### src/logic/tft_panel_pkg.sv
package tft_panel_pkg;
    localparam int          CLK_HZ          = 200_000_000;
    localparam int          PWR_STEP_MS     = 10;
    localparam int          PWR_STEP_CYCLES = CLK_HZ / 1000 * PWR_STEP_MS;
    localparam int          SHIFT_HALF      = 2;
    localparam int          FIFO_DEPTH      = 16;
    localparam int          PIXEL_BITS      = 24;
    localparam logic [11:0] H_FRONT         = 12'h008;
    localparam logic [11:0] H_SYNC          = 12'h010;
    localparam logic [11:0] H_BACK          = 12'h010;
    localparam logic [11:0] V_FRONT         = 12'h002;
    localparam logic [11:0] V_SYNC          = 12'h002;
    localparam logic [11:0] V_BACK          = 12'h004;
    localparam logic [3:0]  DEPTH_MIN       = 4'h4;
    localparam logic [3:0]  DEPTH_MAX       = 4'h8;
    localparam logic [23:0] DATA_RESET      = 24'h000000;

    typedef enum logic [2:0] {
        RES_320  = 3'h0,
        RES_640  = 3'h1,
        RES_800  = 3'h2,
        RES_1024 = 3'h3,
        RES_1280 = 3'h4,
        RES_1600 = 3'h5
    } res_type;

    typedef enum logic [2:0] {
        PWR_OFF     = 3'h0,
        PWR_VDD_ON  = 3'h1,
        PWR_SIG_ON  = 3'h2,
        PWR_RUN     = 3'h3,
        PWR_BKL_OFF = 3'h4,
        PWR_SIG_OFF = 3'h5
    } power_type;
endpackage

### src/logic/tft_panel_output.sv
`timescale 1ns/1ps
module pixel_fifo #(
    parameter int WIDTH = 24,
    parameter int DEPTH = 16
) (
    input  wire logic             clk_in,      // System clock.
    input  wire logic             reset_n_in,  // Asynchronous reset.
    input  wire logic [WIDTH-1:0] in_data_in,  // Write word.
    input  wire logic             in_valid_in, // Write request.
    output logic                  in_ready_out, // Space available.
    output logic [WIDTH-1:0]      out_data_out, // Head word.
    output logic                  out_valid_out, // Head valid.
    input  wire logic             out_ready_in  // Pop request.
);
    localparam int AW = $clog2(DEPTH);
    logic [WIDTH-1:0] mem [DEPTH];
    logic [AW-1:0]    wr_ptr, rd_ptr, next_wr_ptr, next_rd_ptr;
    logic [AW:0]      count, next_count;
    logic             push, pop, next_in_ready;

    always_comb begin
        push          = in_valid_in && in_ready_out;
        pop           = out_valid_out && out_ready_in;
        next_wr_ptr   = push ? AW'(wr_ptr + 1'b1) : wr_ptr;
        next_rd_ptr   = pop ? AW'(rd_ptr + 1'b1) : rd_ptr;
        next_count    = (AW+1)'(count + push - pop);
        next_in_ready = next_count < (AW+1)'(DEPTH);
    end

    always_ff @(posedge clk_in or negedge reset_n_in) begin
        if (!reset_n_in) begin
            wr_ptr       <= '0;
            rd_ptr       <= '0;
            count        <= '0;
            in_ready_out <= 1'b0;
        end else begin
            wr_ptr       <= next_wr_ptr;
            rd_ptr       <= next_rd_ptr;
            count        <= next_count;
            in_ready_out <= next_in_ready;
        end
    end

    always_ff @(posedge clk_in) begin
        if (push) begin
            mem[wr_ptr] <= in_data_in;
        end
    end

    assign out_valid_out = count != '0;
    assign out_data_out  = mem[rd_ptr];
endmodule

module tft_panel_output #(
    parameter int PWR_STEP_CYCLES = tft_panel_pkg::PWR_STEP_CYCLES,
    parameter int SHIFT_HALF      = tft_panel_pkg::SHIFT_HALF,
    parameter int FIFO_DEPTH      = tft_panel_pkg::FIFO_DEPTH
) (
    input  wire logic        clk_in,                 // 200 MHz clock.
    input  wire logic        reset_n_in,             // Asynchronous reset.
    input  wire logic [23:0] pixel_in,               // Mixer pixel, red high.
    input  wire logic        pixel_valid_in,         // Mixer pixel valid.
    output logic             pixel_ready_out,        // FIFO has space.
    input  wire logic        panel_enable_in,        // Request panel power.
    input  wire logic        width_24_in,            // 24-bit lines, else 18.
    input  wire logic        two_pixel_in,           // Two pixels per clock.
    input  wire logic [2:0]  resolution_in,          // Resolution code.
    input  wire logic [3:0]  colour_depth_in,        // Panel bits per colour.
    output logic             pixel_shift_clock_out,  // Panel shift clock.
    output logic             hsync_out,              // Horizontal sync.
    output logic             vsync_out,              // Vertical sync.
    output logic             line_data_enable_out,   // Line data enable.
    output logic [23:0]      panel_data_lines_out,   // First pixel lines.
    output logic [23:0]      panel_data_b_out,       // Second pixel lines.
    output logic             panel_supply_enable_out, // Panel VDD enable.
    output logic             backlight_enable_out,   // Backlight enable.
    output logic             crt_disable_out,        // CRT output off.
    output logic             underrun_out            // FIFO ran dry.
);
    typedef tft_panel_pkg::power_type power_type;
    localparam int SW = $clog2(SHIFT_HALF + 1);

    power_type   state, next_state;
    logic [31:0] timer, next_timer;
    logic        signals_on;
    logic [23:0] fifo_data;
    logic        fifo_valid, fifo_pop;

    pixel_fifo #(.WIDTH(24), .DEPTH(FIFO_DEPTH)) u_fifo (
        .clk_in        (clk_in),
        .reset_n_in    (reset_n_in),
        .in_data_in    (pixel_in),
        .in_valid_in   (pixel_valid_in),
        .in_ready_out  (pixel_ready_out),
        .out_data_out  (fifo_data),
        .out_valid_out (fifo_valid),
        .out_ready_in  (fifo_pop)
    );

    // Backlight goes off before the signals stop, and VDD drops last.
    always_comb begin
        next_state = state;
        next_timer = '0;
        case (state)
            tft_panel_pkg::PWR_OFF: begin
                if (panel_enable_in) next_state = tft_panel_pkg::PWR_VDD_ON;
            end
            tft_panel_pkg::PWR_VDD_ON, tft_panel_pkg::PWR_SIG_ON: begin
                next_timer = timer + 32'h1;
                if (!panel_enable_in) begin
                    next_state = tft_panel_pkg::PWR_BKL_OFF;
                    next_timer = '0;
                end else if (timer >= 32'(PWR_STEP_CYCLES - 1)) begin
                    next_state = (state == tft_panel_pkg::PWR_VDD_ON) ?
                                 tft_panel_pkg::PWR_SIG_ON : tft_panel_pkg::PWR_RUN;
                    next_timer = '0;
                end
            end
            tft_panel_pkg::PWR_RUN: begin
                if (!panel_enable_in) next_state = tft_panel_pkg::PWR_BKL_OFF;
            end
            tft_panel_pkg::PWR_BKL_OFF, tft_panel_pkg::PWR_SIG_OFF: begin
                next_timer = timer + 32'h1;
                if (timer >= 32'(PWR_STEP_CYCLES - 1)) begin
                    next_state = (state == tft_panel_pkg::PWR_BKL_OFF) ?
                                 tft_panel_pkg::PWR_SIG_OFF : tft_panel_pkg::PWR_OFF;
                    next_timer = '0;
                end
            end
            default: next_state = tft_panel_pkg::PWR_OFF;
        endcase
    end

    always_ff @(posedge clk_in or negedge reset_n_in) begin
        if (!reset_n_in) begin
            state                   <= tft_panel_pkg::PWR_OFF;
            timer                   <= '0;
            panel_supply_enable_out <= 1'b0;
            backlight_enable_out    <= 1'b0;
            crt_disable_out         <= 1'b0;
        end else begin
            state                   <= next_state;
            timer                   <= next_timer;
            panel_supply_enable_out <= next_state != tft_panel_pkg::PWR_OFF;
            backlight_enable_out    <= next_state == tft_panel_pkg::PWR_RUN;
            crt_disable_out         <= next_state != tft_panel_pkg::PWR_OFF;
        end
    end

    assign signals_on = state == tft_panel_pkg::PWR_SIG_ON || state == tft_panel_pkg::PWR_RUN
                     || state == tft_panel_pkg::PWR_BKL_OFF;

    function automatic logic [7:0] dither(input logic [7:0] c, input logic [3:0] depth,
                                          input logic [1:0] x, input logic [1:0] y);
        logic [3:0] d, drop, b;
        logic [8:0] sum;
        d    = depth < tft_panel_pkg::DEPTH_MIN ? tft_panel_pkg::DEPTH_MIN :
               depth > tft_panel_pkg::DEPTH_MAX ? tft_panel_pkg::DEPTH_MAX : depth;
        drop = tft_panel_pkg::DEPTH_MAX - d;
        case ({y, x})
            4'h0: b = 4'h0;  4'h1: b = 4'h8;  4'h2: b = 4'h2;  4'h3: b = 4'hA;
            4'h4: b = 4'hC;  4'h5: b = 4'h4;  4'h6: b = 4'hE;  4'h7: b = 4'h6;
            4'h8: b = 4'h3;  4'h9: b = 4'hB;  4'hA: b = 4'h1;  4'hB: b = 4'h9;
            4'hC: b = 4'hF;  4'hD: b = 4'h7;  4'hE: b = 4'hD;  default: b = 4'h5;
        endcase
        sum = {1'b0, c} + {5'h00, b >> (3'h4 - drop[2:0])};
        return (sum[8] ? 8'hFF : sum[7:0]) & (8'hFF << drop);
    endfunction

    function automatic logic [23:0] to_lines(input logic [23:0] p, input logic [3:0] depth,
                                             input logic [1:0] x, input logic [1:0] y,
                                             input logic w24);
        logic [7:0] r, g, b;
        r = dither(p[23:16], w24 ? depth : 4'(depth > 4'h6 ? 4'h6 : depth), x, y);
        g = dither(p[15:8], w24 ? depth : 4'(depth > 4'h6 ? 4'h6 : depth), x, y);
        b = dither(p[7:0], w24 ? depth : 4'(depth > 4'h6 ? 4'h6 : depth), x, y);
        return w24 ? {r, g, b} : {r[7:2], 2'h0, g[7:2], 2'h0, b[7:2], 2'h0};
    endfunction

    logic [SW-1:0] div, next_div;
    logic          next_sclk, fall;
    logic [11:0]   h, v, next_h, next_v, h_act, v_act, h_tot, v_tot;
    logic [1:0]    frame, next_frame, have, next_have;
    logic [23:0]   hold0, hold1, next_hold0, next_hold1, next_data, next_data_b;
    logic          next_hs, next_vs, next_de, next_under, de_now;

    always_comb begin
        case (resolution_in)
            tft_panel_pkg::RES_320:  begin h_act = 12'h140; v_act = 12'h0F0; end
            tft_panel_pkg::RES_640:  begin h_act = 12'h280; v_act = 12'h1E0; end
            tft_panel_pkg::RES_800:  begin h_act = 12'h320; v_act = 12'h258; end
            tft_panel_pkg::RES_1024: begin h_act = 12'h400; v_act = 12'h300; end
            tft_panel_pkg::RES_1280: begin h_act = 12'h500; v_act = 12'h400; end
            default:                 begin h_act = 12'h640; v_act = 12'h4B0; end
        endcase
        if (two_pixel_in) h_act = h_act >> 1;
        h_tot = h_act + tft_panel_pkg::H_FRONT + tft_panel_pkg::H_SYNC + tft_panel_pkg::H_BACK;
        v_tot = v_act + tft_panel_pkg::V_FRONT + tft_panel_pkg::V_SYNC + tft_panel_pkg::V_BACK;
    end

    // Outputs change on the falling shift edge so the panel samples stable data.
    always_comb begin
        next_div    = (div == SW'(SHIFT_HALF - 1)) ? '0 : SW'(div + 1'b1);
        next_sclk   = (div == SW'(SHIFT_HALF - 1)) ? !pixel_shift_clock_out
                                                   : pixel_shift_clock_out;
        fall        = (div == SW'(SHIFT_HALF - 1)) && pixel_shift_clock_out;
        de_now      = h < h_act && v < v_act;
        next_h      = h;
        next_v      = v;
        next_frame  = frame;
        next_hs     = hsync_out;
        next_vs     = vsync_out;
        next_de     = line_data_enable_out;
        next_data   = panel_data_lines_out;
        next_data_b = panel_data_b_out;
        next_have   = have;
        next_hold0  = hold0;
        next_hold1  = hold1;
        next_under  = underrun_out;
        fifo_pop    = signals_on && fifo_valid && !(fall && de_now)
                   && have < (two_pixel_in ? 2'h2 : 2'h1);
        if (fifo_pop) begin
            if (have == 2'h0) next_hold0 = fifo_data;
            else next_hold1 = fifo_data;
            next_have = have + 2'h1;
        end
        if (fall) begin
            next_h  = (h == h_tot - 12'h1) ? 12'h000 : h + 12'h1;
            if (h == h_tot - 12'h1) begin
                next_v = (v == v_tot - 12'h1) ? 12'h000 : v + 12'h1;
                if (v == v_tot - 12'h1) next_frame = frame + 2'h1;
            end
            next_de = de_now;
            next_hs = h >= h_act + tft_panel_pkg::H_FRONT
                   && h < h_act + tft_panel_pkg::H_FRONT + tft_panel_pkg::H_SYNC;
            next_vs = v >= v_act + tft_panel_pkg::V_FRONT
                   && v < v_act + tft_panel_pkg::V_FRONT + tft_panel_pkg::V_SYNC;
            next_data   = tft_panel_pkg::DATA_RESET;
            next_data_b = tft_panel_pkg::DATA_RESET;
            if (de_now) begin
                if (have == (two_pixel_in ? 2'h2 : 2'h1)) begin
                    next_data = to_lines(hold0, colour_depth_in,
                        two_pixel_in ? {h[0], 1'b0} : h[1:0], v[1:0] ^ frame, width_24_in);
                    if (two_pixel_in) next_data_b = to_lines(hold1, colour_depth_in,
                        {h[0], 1'b1}, v[1:0] ^ frame, width_24_in);
                end else begin
                    next_under = 1'b1;
                end
                next_have = 2'h0;
            end
        end
        if (!signals_on) begin
            next_div    = '0;
            next_sclk   = 1'b0;
            next_h      = '0;
            next_v      = '0;
            next_hs     = 1'b0;
            next_vs     = 1'b0;
            next_de     = 1'b0;
            next_data   = tft_panel_pkg::DATA_RESET;
            next_data_b = tft_panel_pkg::DATA_RESET;
            next_under  = 1'b0;
            next_have   = 2'h0;
        end
    end

    always_ff @(posedge clk_in or negedge reset_n_in) begin
        if (!reset_n_in) begin
            div                   <= '0;
            pixel_shift_clock_out <= 1'b0;
            h                     <= '0;
            v                     <= '0;
            frame                 <= '0;
            hsync_out             <= 1'b0;
            vsync_out             <= 1'b0;
            line_data_enable_out  <= 1'b0;
            panel_data_lines_out  <= tft_panel_pkg::DATA_RESET;
            panel_data_b_out      <= tft_panel_pkg::DATA_RESET;
            have                  <= '0;
            hold0                 <= '0;
            hold1                 <= '0;
            underrun_out          <= 1'b0;
        end else begin
            div                   <= next_div;
            pixel_shift_clock_out <= next_sclk;
            h                     <= next_h;
            v                     <= next_v;
            frame                 <= next_frame;
            hsync_out             <= next_hs;
            vsync_out             <= next_vs;
            line_data_enable_out  <= next_de;
            panel_data_lines_out  <= next_data;
            panel_data_b_out      <= next_data_b;
            have                  <= next_have;
            hold0                 <= next_hold0;
            hold1                 <= next_hold1;
            underrun_out          <= next_under;
        end
    end
endmodule

### config.mk
export PLATFORM = sky130hd
export DESIGN_NAME = tft_panel_output
export DESIGN_NICKNAME = d
export VERILOG_FILES = /design/src/logic/tft_panel_pkg.sv /design/src/logic/tft_panel_output.sv
export SDC_FILE = /design/constraint.sdc
export NUM_CORES = 1
export LEC_CHECK = 0
export ABC_CLOCK_PERIOD_IN_PS = 4200
export BUFFER_PORTS_ARGS = -buffer_cell sky130_fd_sc_hd__buf_4
export CORE_ASPECT_RATIO = 2
export CORE_MARGIN = 2
export CORE_UTILIZATION = 40
export DETAILED_ROUTE_END_ITERATION = 10
export REMOVE_ABC_BUFFERS = 1
export SYNTH_ARGS = -nofsm -noshare
export SYNTH_HDL_FRONTEND = slang
export SYNTH_SLANG_ARGS = --single-unit
### constraint.sdc
create_clock -name clk_in -period 4.2 [get_ports clk_in]
set_input_delay 0.42 -clock clk_in [delete_from_list [all_inputs] [get_ports clk_in]]
set_output_delay 0.42 -clock clk_in [all_outputs]
set_load 0.01 [all_outputs]
Word-level counts from Yosys, hierarchy flattened
Memories as Yosys holds them, arrays and structs flattened.
Cells that the tools add are included.
{"block": "word_totals", "rom_bits": 192, "ff_bits": 182, "ramBits": 384, "mem_count": 4}
{"block": "op_classes", "bitwise": 8, "reduce_logical": 27, "shifts": 5, "n_lt_le_gt_ge": 12, "eq_ne": 25, "n_mux": 78, "addsub": 26}
{"memory": "u_fifo.mem", "depth": 16, "word_bits": 24, "read_ports": 1, "rd_clocked_by_memory_dff": 0, "wr": 1, "line": "tft_panel_output.sv:16", "rtl": "logic [WIDTH-1:0] mem [DEPTH];"}
{"memory": "(no name shown)", "depth": 16, "word_bits": 4, "read_ports": 1, "rd_clocked_by_memory_dff": 0, "wr": 0, "line": "tft_panel_output.sv:160", "rtl": "case ({y, x})"}
{"memory": "(no name shown)", "depth": 16, "word_bits": 4, "read_ports": 1, "rd_clocked_by_memory_dff": 0, "wr": 0, "line": "tft_panel_output.sv:160"}
{"memory": "(no name shown)", "depth": 16, "word_bits": 4, "read_ports": 1, "rd_clocked_by_memory_dff": 0, "wr": 0, "line": "tft_panel_output.sv:160"}
{"cell": "24-bit two-way mux", "count": 9}
{"cell": "11-bit one-hot mux with 5 select lines", "count": 2}
{"cell": "12-bit two-way mux", "count": 8}
{"cell": "4-bit two-way mux", "count": 17}
{"cell": "32-bit two-way mux", "count": 2}
{"cell": "32-bit one-hot mux with 2 select lines", "count": 1}
{"cell": "8-bit by 4-bit adder with 9-bit output", "count": 6}
{"cell": "8-bit AND", "count": 6}
{"cell": "12-bit < comparator", "count": 4}
{"cell": "8-bit two-way mux", "count": 6}
{"cell": "18-bit two-way mux", "count": 2}
{"cell": "32-bit by 1-bit adder with 32-bit output, second input constant", "count": 1}
{"cell": "32-bit by 21-bit greater-or-equal comparator with 1-bit output, second input constant", "count": 1}
{"cell": "4-bit one-hot mux with 7 select lines", "count": 1}
{"cell": "12-bit by 1-bit adder with 12-bit output, second input constant", "count": 2}
{"cell": "12-bit by 2-bit adder with 12-bit output, second input constant", "count": 2}
{"cell": "12-bit by 5-bit adder with 12-bit output, second input constant", "count": 2}
{"cell": "12-bit == test", "count": 2}
{"cell": "12-bit greater-or-equal comparator", "count": 2}
{"cell": "12-bit by 1-bit subtractor with 12-bit output, second input constant", "count": 2}
{"cell": "3-bit by 2-bit == test with 1-bit output, second input constant", "count": 7}
{"cell": "3-bit == test, second input constant", "count": 6}
{"cell": "3-bit two-way mux", "count": 6}
{"cell": "2-bit two-way mux", "count": 8}
{"cell": "other kinds (34)", "count": 76}

Depth between registers and ports, before layout
{"block": "logic_depth", "ltp_word": 18, "depth_mapped": 22, "depth_no_buf": 21}

Hierarchy
From an unflattened synthesis, not the netlist that was laid out.
{"block": "unflattened", "cells_unflattened": 1810, "area_unflattened_um2": 25923.6}
{"mod": "pixel_fifo", "area_each_um2": 15314.7, "instances": 1, "cells_each": 671, "seq_area_each_um2": 11881.4}
{"mod": "tft_panel_output", "area_each_um2": 10608.9, "instances": 1, "cells_each": 1139, "seq_area_each_um2": 4204.0}

Least setup slack after synthesis
Ideal clock, no wire load.
{"block": "synth_timing", "path_kind": "input to register", "startpoint": "input resolution_in[2]", "endpoint": "register u_fifo.count[4]", "path_stages": 22, "required_time_ns": 4.079, "path_buffers": 1, "arrival_time_ns": 4.034, "setup_slack_ns": 0.045, "setup_time_ns": 0.121, "cell_sequence": "buf_2 -> nand2b_1 -> or2_2 -> mux2i_1 -> inv_1 -> ha_1 -> nor2b_1 -> o211ai_1 -> a31oi_1 -> nor3_4 -> nor3b_2 -> ha_1 -> inv_1 -> ha_1 -> inv_1 -> fa_1 -> inv_1 -> a21oi_1 -> nor2_1 -> nor2_1 -> xor2_1 -> inv_1"}
{"block": "synth_via", "elab_chain_len": 11, "word_cells_on_any_way": 17, "classes_between": "1 x add/sub; 2 x order compare; 4 x eq/ne; 3 x mux; 7 x reduce/logical"}
{"element": "start, declared", "line": "tft_panel_output.sv:67", "rtl": "input wire logic [2:0] resolution_in,"}
{"element": "3-bit == test, or another cell as far along", "line": "tft_panel_output.sv:188", "rtl": "case (resolution_in)"}
{"element": "11-bit one-hot mux with 5 select lines", "line": "tft_panel_output.sv:188"}
{"element": "12-bit two-way mux", "line": "tft_panel_output.sv:196", "rtl": "if (two_pixel_in) h_act = h_act >> 1;"}
{"element": "12-bit < comparator", "line": "tft_panel_output.sv:207", "rtl": "de_now = h < h_act && v < v_act;"}
{"element": "1-bit logical AND *", "line": "tft_panel_output.sv:207"}
{"element": "1-bit logical AND *", "line": "tft_panel_output.sv:220", "rtl": "fifo_pop = signals_on && fifo_valid && !(fall && de_now)"}
{"element": "1-bit logical NOT *", "line": "tft_panel_output.sv:220"}
{"element": "1-bit logical AND *", "line": "tft_panel_output.sv:220"}
{"element": "1-bit logical AND *", "line": "tft_panel_output.sv:221", "rtl": "&& have < (two_pixel_in ? 2'h2 : 2'h1);"}
{"element": "1-bit logical AND *", "line": "tft_panel_output.sv:23", "rtl": "pop = out_valid_out && out_ready_in;"}
{"element": "via u_fifo.pop", "line": "tft_panel_output.sv:19", "rtl": "logic push, pop, next_in_ready;"}
{"element": "5-bit by 1-bit subtractor with 5-bit output *", "line": "tft_panel_output.sv:26", "rtl": "next_count = (AW+1)'(count + push - pop);"}
{"element": "via u_fifo.next_count[4]", "line": "tft_panel_output.sv:18", "rtl": "logic [AW:0] count, next_count;"}
{"element": "end signal, assigned", "line": "tft_panel_output.sv:39", "rtl": "count <= next_count;"}
{"element": "end, declared", "line": "tft_panel_output.sv:18"}
Mark *: on every way through the listed nets, which the timed path passes. The rest lies on a longest branch.
A chain may end at the register's enable or synchronous reset.

Worst setup path after layout
{"block": "layout_timing", "startpoint": "register v[7]", "endpoint": "register u_fifo.count[4]"}
{"block": "layout_via", "elab_chain_len": 8}
{"element": "start, declared", "line": "tft_panel_output.sv:182", "rtl": "logic [11:0] h, v, next_h, next_v, h_act, v_act, h_tot, v_tot;"}
{"element": "start signal, assigned", "line": "tft_panel_output.sv:287", "rtl": "v <= next_v;"}
{"element": "12-bit < comparator", "line": "tft_panel_output.sv:207"}
{"element": "1-bit logical AND", "line": "tft_panel_output.sv:207"}
{"element": "1-bit logical AND", "line": "tft_panel_output.sv:220"}
{"element": "1-bit logical NOT", "line": "tft_panel_output.sv:220"}
{"element": "1-bit logical AND", "line": "tft_panel_output.sv:220"}
{"element": "1-bit logical AND", "line": "tft_panel_output.sv:221"}
{"element": "1-bit logical AND", "line": "tft_panel_output.sv:23"}
{"element": "via u_fifo.pop", "line": "tft_panel_output.sv:19"}
{"element": "5-bit by 1-bit subtractor with 5-bit output", "line": "tft_panel_output.sv:26"}
{"element": "via u_fifo.next_count[4]", "line": "tft_panel_output.sv:18"}
The timed path passes the listed nets, and every way through them passes these cells.

==> summary.log <==
qor: synthesis.post_synth_and_or_nand_nor_area_fraction 9.01%
qor: synthesis.synthDistinctLibCells 87
qor: global_routing.grt_pass1_wl 99.3 mm
qor: timing.slew-limit-headroom 37.4%
qor: clock_tree.total_cts_buffers 49
qor: place.buffer_ports.inserted 93
qor: setup_path.setup.worst_path.start v[7]$_DFFE_PN0P_
qor: global_routing.global_route.overflow_total 0
qor: final_layout.postLayoutCoreUtil 47.0%
qor: global_routing.maximum_number_of_pins_on_one_net_before_global_route_repair 80
qor: global_routing.grt_use_total 20.3%
qor: floorplan.io-pin-count 94
qor: setup_path.critPathMaxFanout 4
qor: timing.fin_hold_ws 113 ps
qor: clock_tree.cts_max_path_buffers 3
qor: clock_tree.ctsRootBufferMaster clkbuf_16
qor: global_routing.grt_pass1_vias 16295
qor: clock_tree.clock_tree_from_tritoncts done
qor: timing.maxSlewViolCount 0
qor: clock_tree.cts.htree.levels 2
qor: synthesis.synth_xor_area_share 2.16%
qor: synthesis.yosys_warnings 0
qor: setup_path.crit_type reg -> reg
qor: synthesis.number_of_enable_flip_flop_cells_after_synthesis 384
qor: setup_path.worst_ep_required_time 4670 ps
qor: place.post-place-cells 2654
qor: power_and_ir_drop.power_frac_comb 28.9%
qor: drt.number_of_remaining_drc_errors 0
qor: timing.setup_repair_after_global_routing_missed_its_margin false
qor: final_layout.final.fill_count 5479
qor: timing.transition_time_at_the_pin_with_the_least_slew_margin 939 ps
qor: place.routabilityCongestion 0.920
qor: power_and_ir_drop.switching_share 31.5%
qor: power_and_ir_drop.power_leakage 11.0 nW
qor: power_and_ir_drop.switching_power 5.38 mW
qor: setup_path.timing.rr.start v[7]$_DFFE_PN0P_
qor: synthesis.synth_flop_cell edfxtp_1
qor: synthesis.synth.ff_latch_count 566
qor: drt.wl_per_cell 24.2 um
qor: synthesis.yosys-mux-area-fraction 13.3%
qor: drt.via_per_inst 5.69
qor: final_layout.insertedDiodeCount 0
qor: timing.final-setup-viol-count 0
qor: drt.antenna_nets_post_route 0
qor: final_layout.seqCellArea 16100 um^2
qor: final_layout.final_net_count 2026
qor: synthesis.yosysSeqAreaShare 63.3%
qor: floorplan.core.rowCount 130
qor: synthesis.postSynthAreaPerCell 14.8 um^2
qor: power_and_ir_drop.seq_power_share 42.8%
qor: run_status.status completed
qor: clock_tree.count_of_clock_tree_sinks 566
qor: final_layout.layout.cells.most_common_list edfxtp_1 (384), buf_4 (188), dfrtp_1 (178)
qor: timing.skew 24.1 ps
qor: timing.fin_crit_sh 88.9%
qor: global_routing.antenna_found_initial 0
qor: setup_path.crit_path_start_kind register
qor: setup_path.capture_point_of_the_worst_path u_fifo.count[4]$_DFF_PN0_
qor: job.drv.max_cap_violation_count 0
qor: setup_path.arrival 4200 ps
qor: place.detailedPlacementHpwl 45.5 mm
qor: setup_path.reg2reg_to u_fifo.count[4]$_DFF_PN0_
qor: power_and_ir_drop.cellInternalPower 11.7 mW
qor: drt.firstDrtPassIters 5
qor: power_and_ir_drop.power_density 579 nW/um^2
qor: timing.timing_hold_violations_final 0
qor: synthesis.synth.cell_area 25400 um^2
qor: setup_path.endpoint_kind register
qor: floorplan.die_width 182 um
qor: floorplan.design.core.area 62800 um^2
qor: drt.drtIter0Drc 849
qor: synthesis.async_reset_ff_share 32.2%
qor: clock_tree.clock_latency 600 ps
qor: synthesis.post_synth_fa_ha_maj_area_fraction 3.80%
qor: setup_path.reg2reg_depth 17
qor: synthesis.synthCells 1719
qor: final_layout.drive_above_1_share 23.9%
qor: final_layout.syn2layout_area_growth 16.1%
qor: setup_path.reg2reg_slack 470 ps
qor: timing.timing.final.crit_period 3730 ps
qor: timing.fmax 268 MHz
qor: final_layout.commonest_non_fill_non_tap_cell_in_the_layout edfxtp_1
qor: power_and_ir_drop.vdd_drop_max 0.000347 V
qor: synthesis.largest_family_of_logic_cells_by_synthesized_area multiplexers
qor: floorplan.dieArea 65700 um^2
qor: clock_tree.cts.reportedPaths.clkPinSlew 70 ps
qor: drt.routed-via-count 15607
qor: drt.wl 66.3 mm
qor: final_layout.multiInputGateArea 8940 um^2
qor: synthesis.synth_compound_area_share 6.45%
qor: floorplan.start_util 40.5%
qor: floorplan.height_of_the_die 361 um
qor: worst_hold_path.holdCritPathClass in -> reg
qor: final_layout.finish.cell_count_without_fillers 2745
qor: power_and_ir_drop.power.clock.fraction 28.2%
[routing by layer]
layer | part of all wire (%) | global-route usage [%]
met5 | 0 | 0
met4 | 5.9 | 11.1
met3 | 4.5 | 3.04
met2 | 55 | 38.6
met1 | 35 | 21.0
[cell usage after synthesis (12+ instances only)]
master    number  area share [%]
nor2b_1       19            0.47
nand2_1      130             1.9
nand3_1       51             1.0
edfxtp_1     384              45
nor3_1        26            0.51
nand4_1       17            0.42
a21oi_1       52             1.0
mux2_1        20            0.89
o21ai_0       70             1.4
nor2_1       119             1.8
mux4_2       120              11
xnor2_1       31             1.1
dfrtp_1      182              18
nand2b_1      16            0.39
nor4_1        14            0.34
a31oi_1       12            0.30
buf_2         14            0.28
mux2_2        32             1.4
xor2_1        29             1.0
and3_1        12            0.30
inv_1         60            0.89
clkbuf_1      33            0.49
ha_1          74             3.6
[through the flow]
stage	setup WS [ps]	total power, mW	cell area [um^2]	setup TNS, ps
floorplan	-1150	10.7	25200	-55210
global placement	-75.8	12.3	27800	-86.7
detailed placement	-117	12.5	27800	-166
CTS	473	17.3	29500	0
global route	198	17.9	29500	0
finish	466	17.1	29500	0
[worst max-delay path, stage by stage, from the launching register on]
cell	delay (ps)
dfrtp_1	440
ha_1	350
and4_1	210
a2111oi_1	490
o21ai_1	220
nor3_4	340
nor3b_2	100
ha_1	300
inv_1	60
ha_1	150
inv_1	50
fa_1	380
inv_1	60
a21oi_1	60
nor2_1	90
nor2_1	60
xor2_1	180
inv_1	60
[area by class of cell]
cell class / count / share of cell area [%]
multi-input cells: 1041 / 30.3
well taps: 792 / 3.36
clock inverters: 25 / 1.17
repair buffers: 196 / 5.27
clock buffers: 65 / 4.60
flip-flops and latches: 566 / 54.5
inverters: 60 / 0.763
[worst min path at each step]
stage	start	to	slack, ps	cells past startpoint
final	pixel_in[14]	u_fifo.mem[6][14]$_DFFE_PP_	110	1
after global routing	pixel_in[14]	u_fifo.mem[4][14]$_DFFE_PP_	110	1
after CTS	pixel_in[20]	u_fifo.mem[9][20]$_DFFE_PP_	90	1
after detailed placement	div[0]$_DFF_PN0_	div[0]$_DFF_PN0_	440	1
after global placement	div[0]$_DFF_PN0_	div[0]$_DFF_PN0_	430	1
after floorplan	reset_n_in	backlight_enable_out$_DFF_PN0_	120	0
[kinds of logic after synthesis]
group,count (synthesis)
buffers and inverters,122
adder cells (fa/ha/maj),77
other,2
AND/OR/NAND/NOR,464
AO/OA/AOI/OAI,245
flip-flops,566
multiplexers,182
XOR/XNOR,61
[power groups by stage]
stage	Clock, mW	Sequential [mW]	Combinational [mW]
detailed placement	0	7.46	5.00
global route	5.11	7.41	5.37
floorplan	0	7.40	3.30
CTS	4.92	7.34	5.03
finish	4.82	7.32	4.95
global placement	0	7.42	4.92
[sequential cells by signal, indices dropped and copies added (netlist names), 2 cells and up]
register and flops:
u_fifo.mem 384, u_fifo.rd_ptr 4, u_fifo.wr_ptr 4, panel_data_b_out 24, have 2, hold0 24, v 12, state 3
div 2, h 12, hold1 24, timer 32, u_fifo.count 5, panel_data_lines_out 24, frame 2
[timing repair]
action,4_1_cts,5_1_grt
buffers inserted,0,0
endpoints found under the hold margin,64,0
resized for setup,0,0
hold buffers,1,0
No activity file was read; power rests on OpenSTA's default activity.
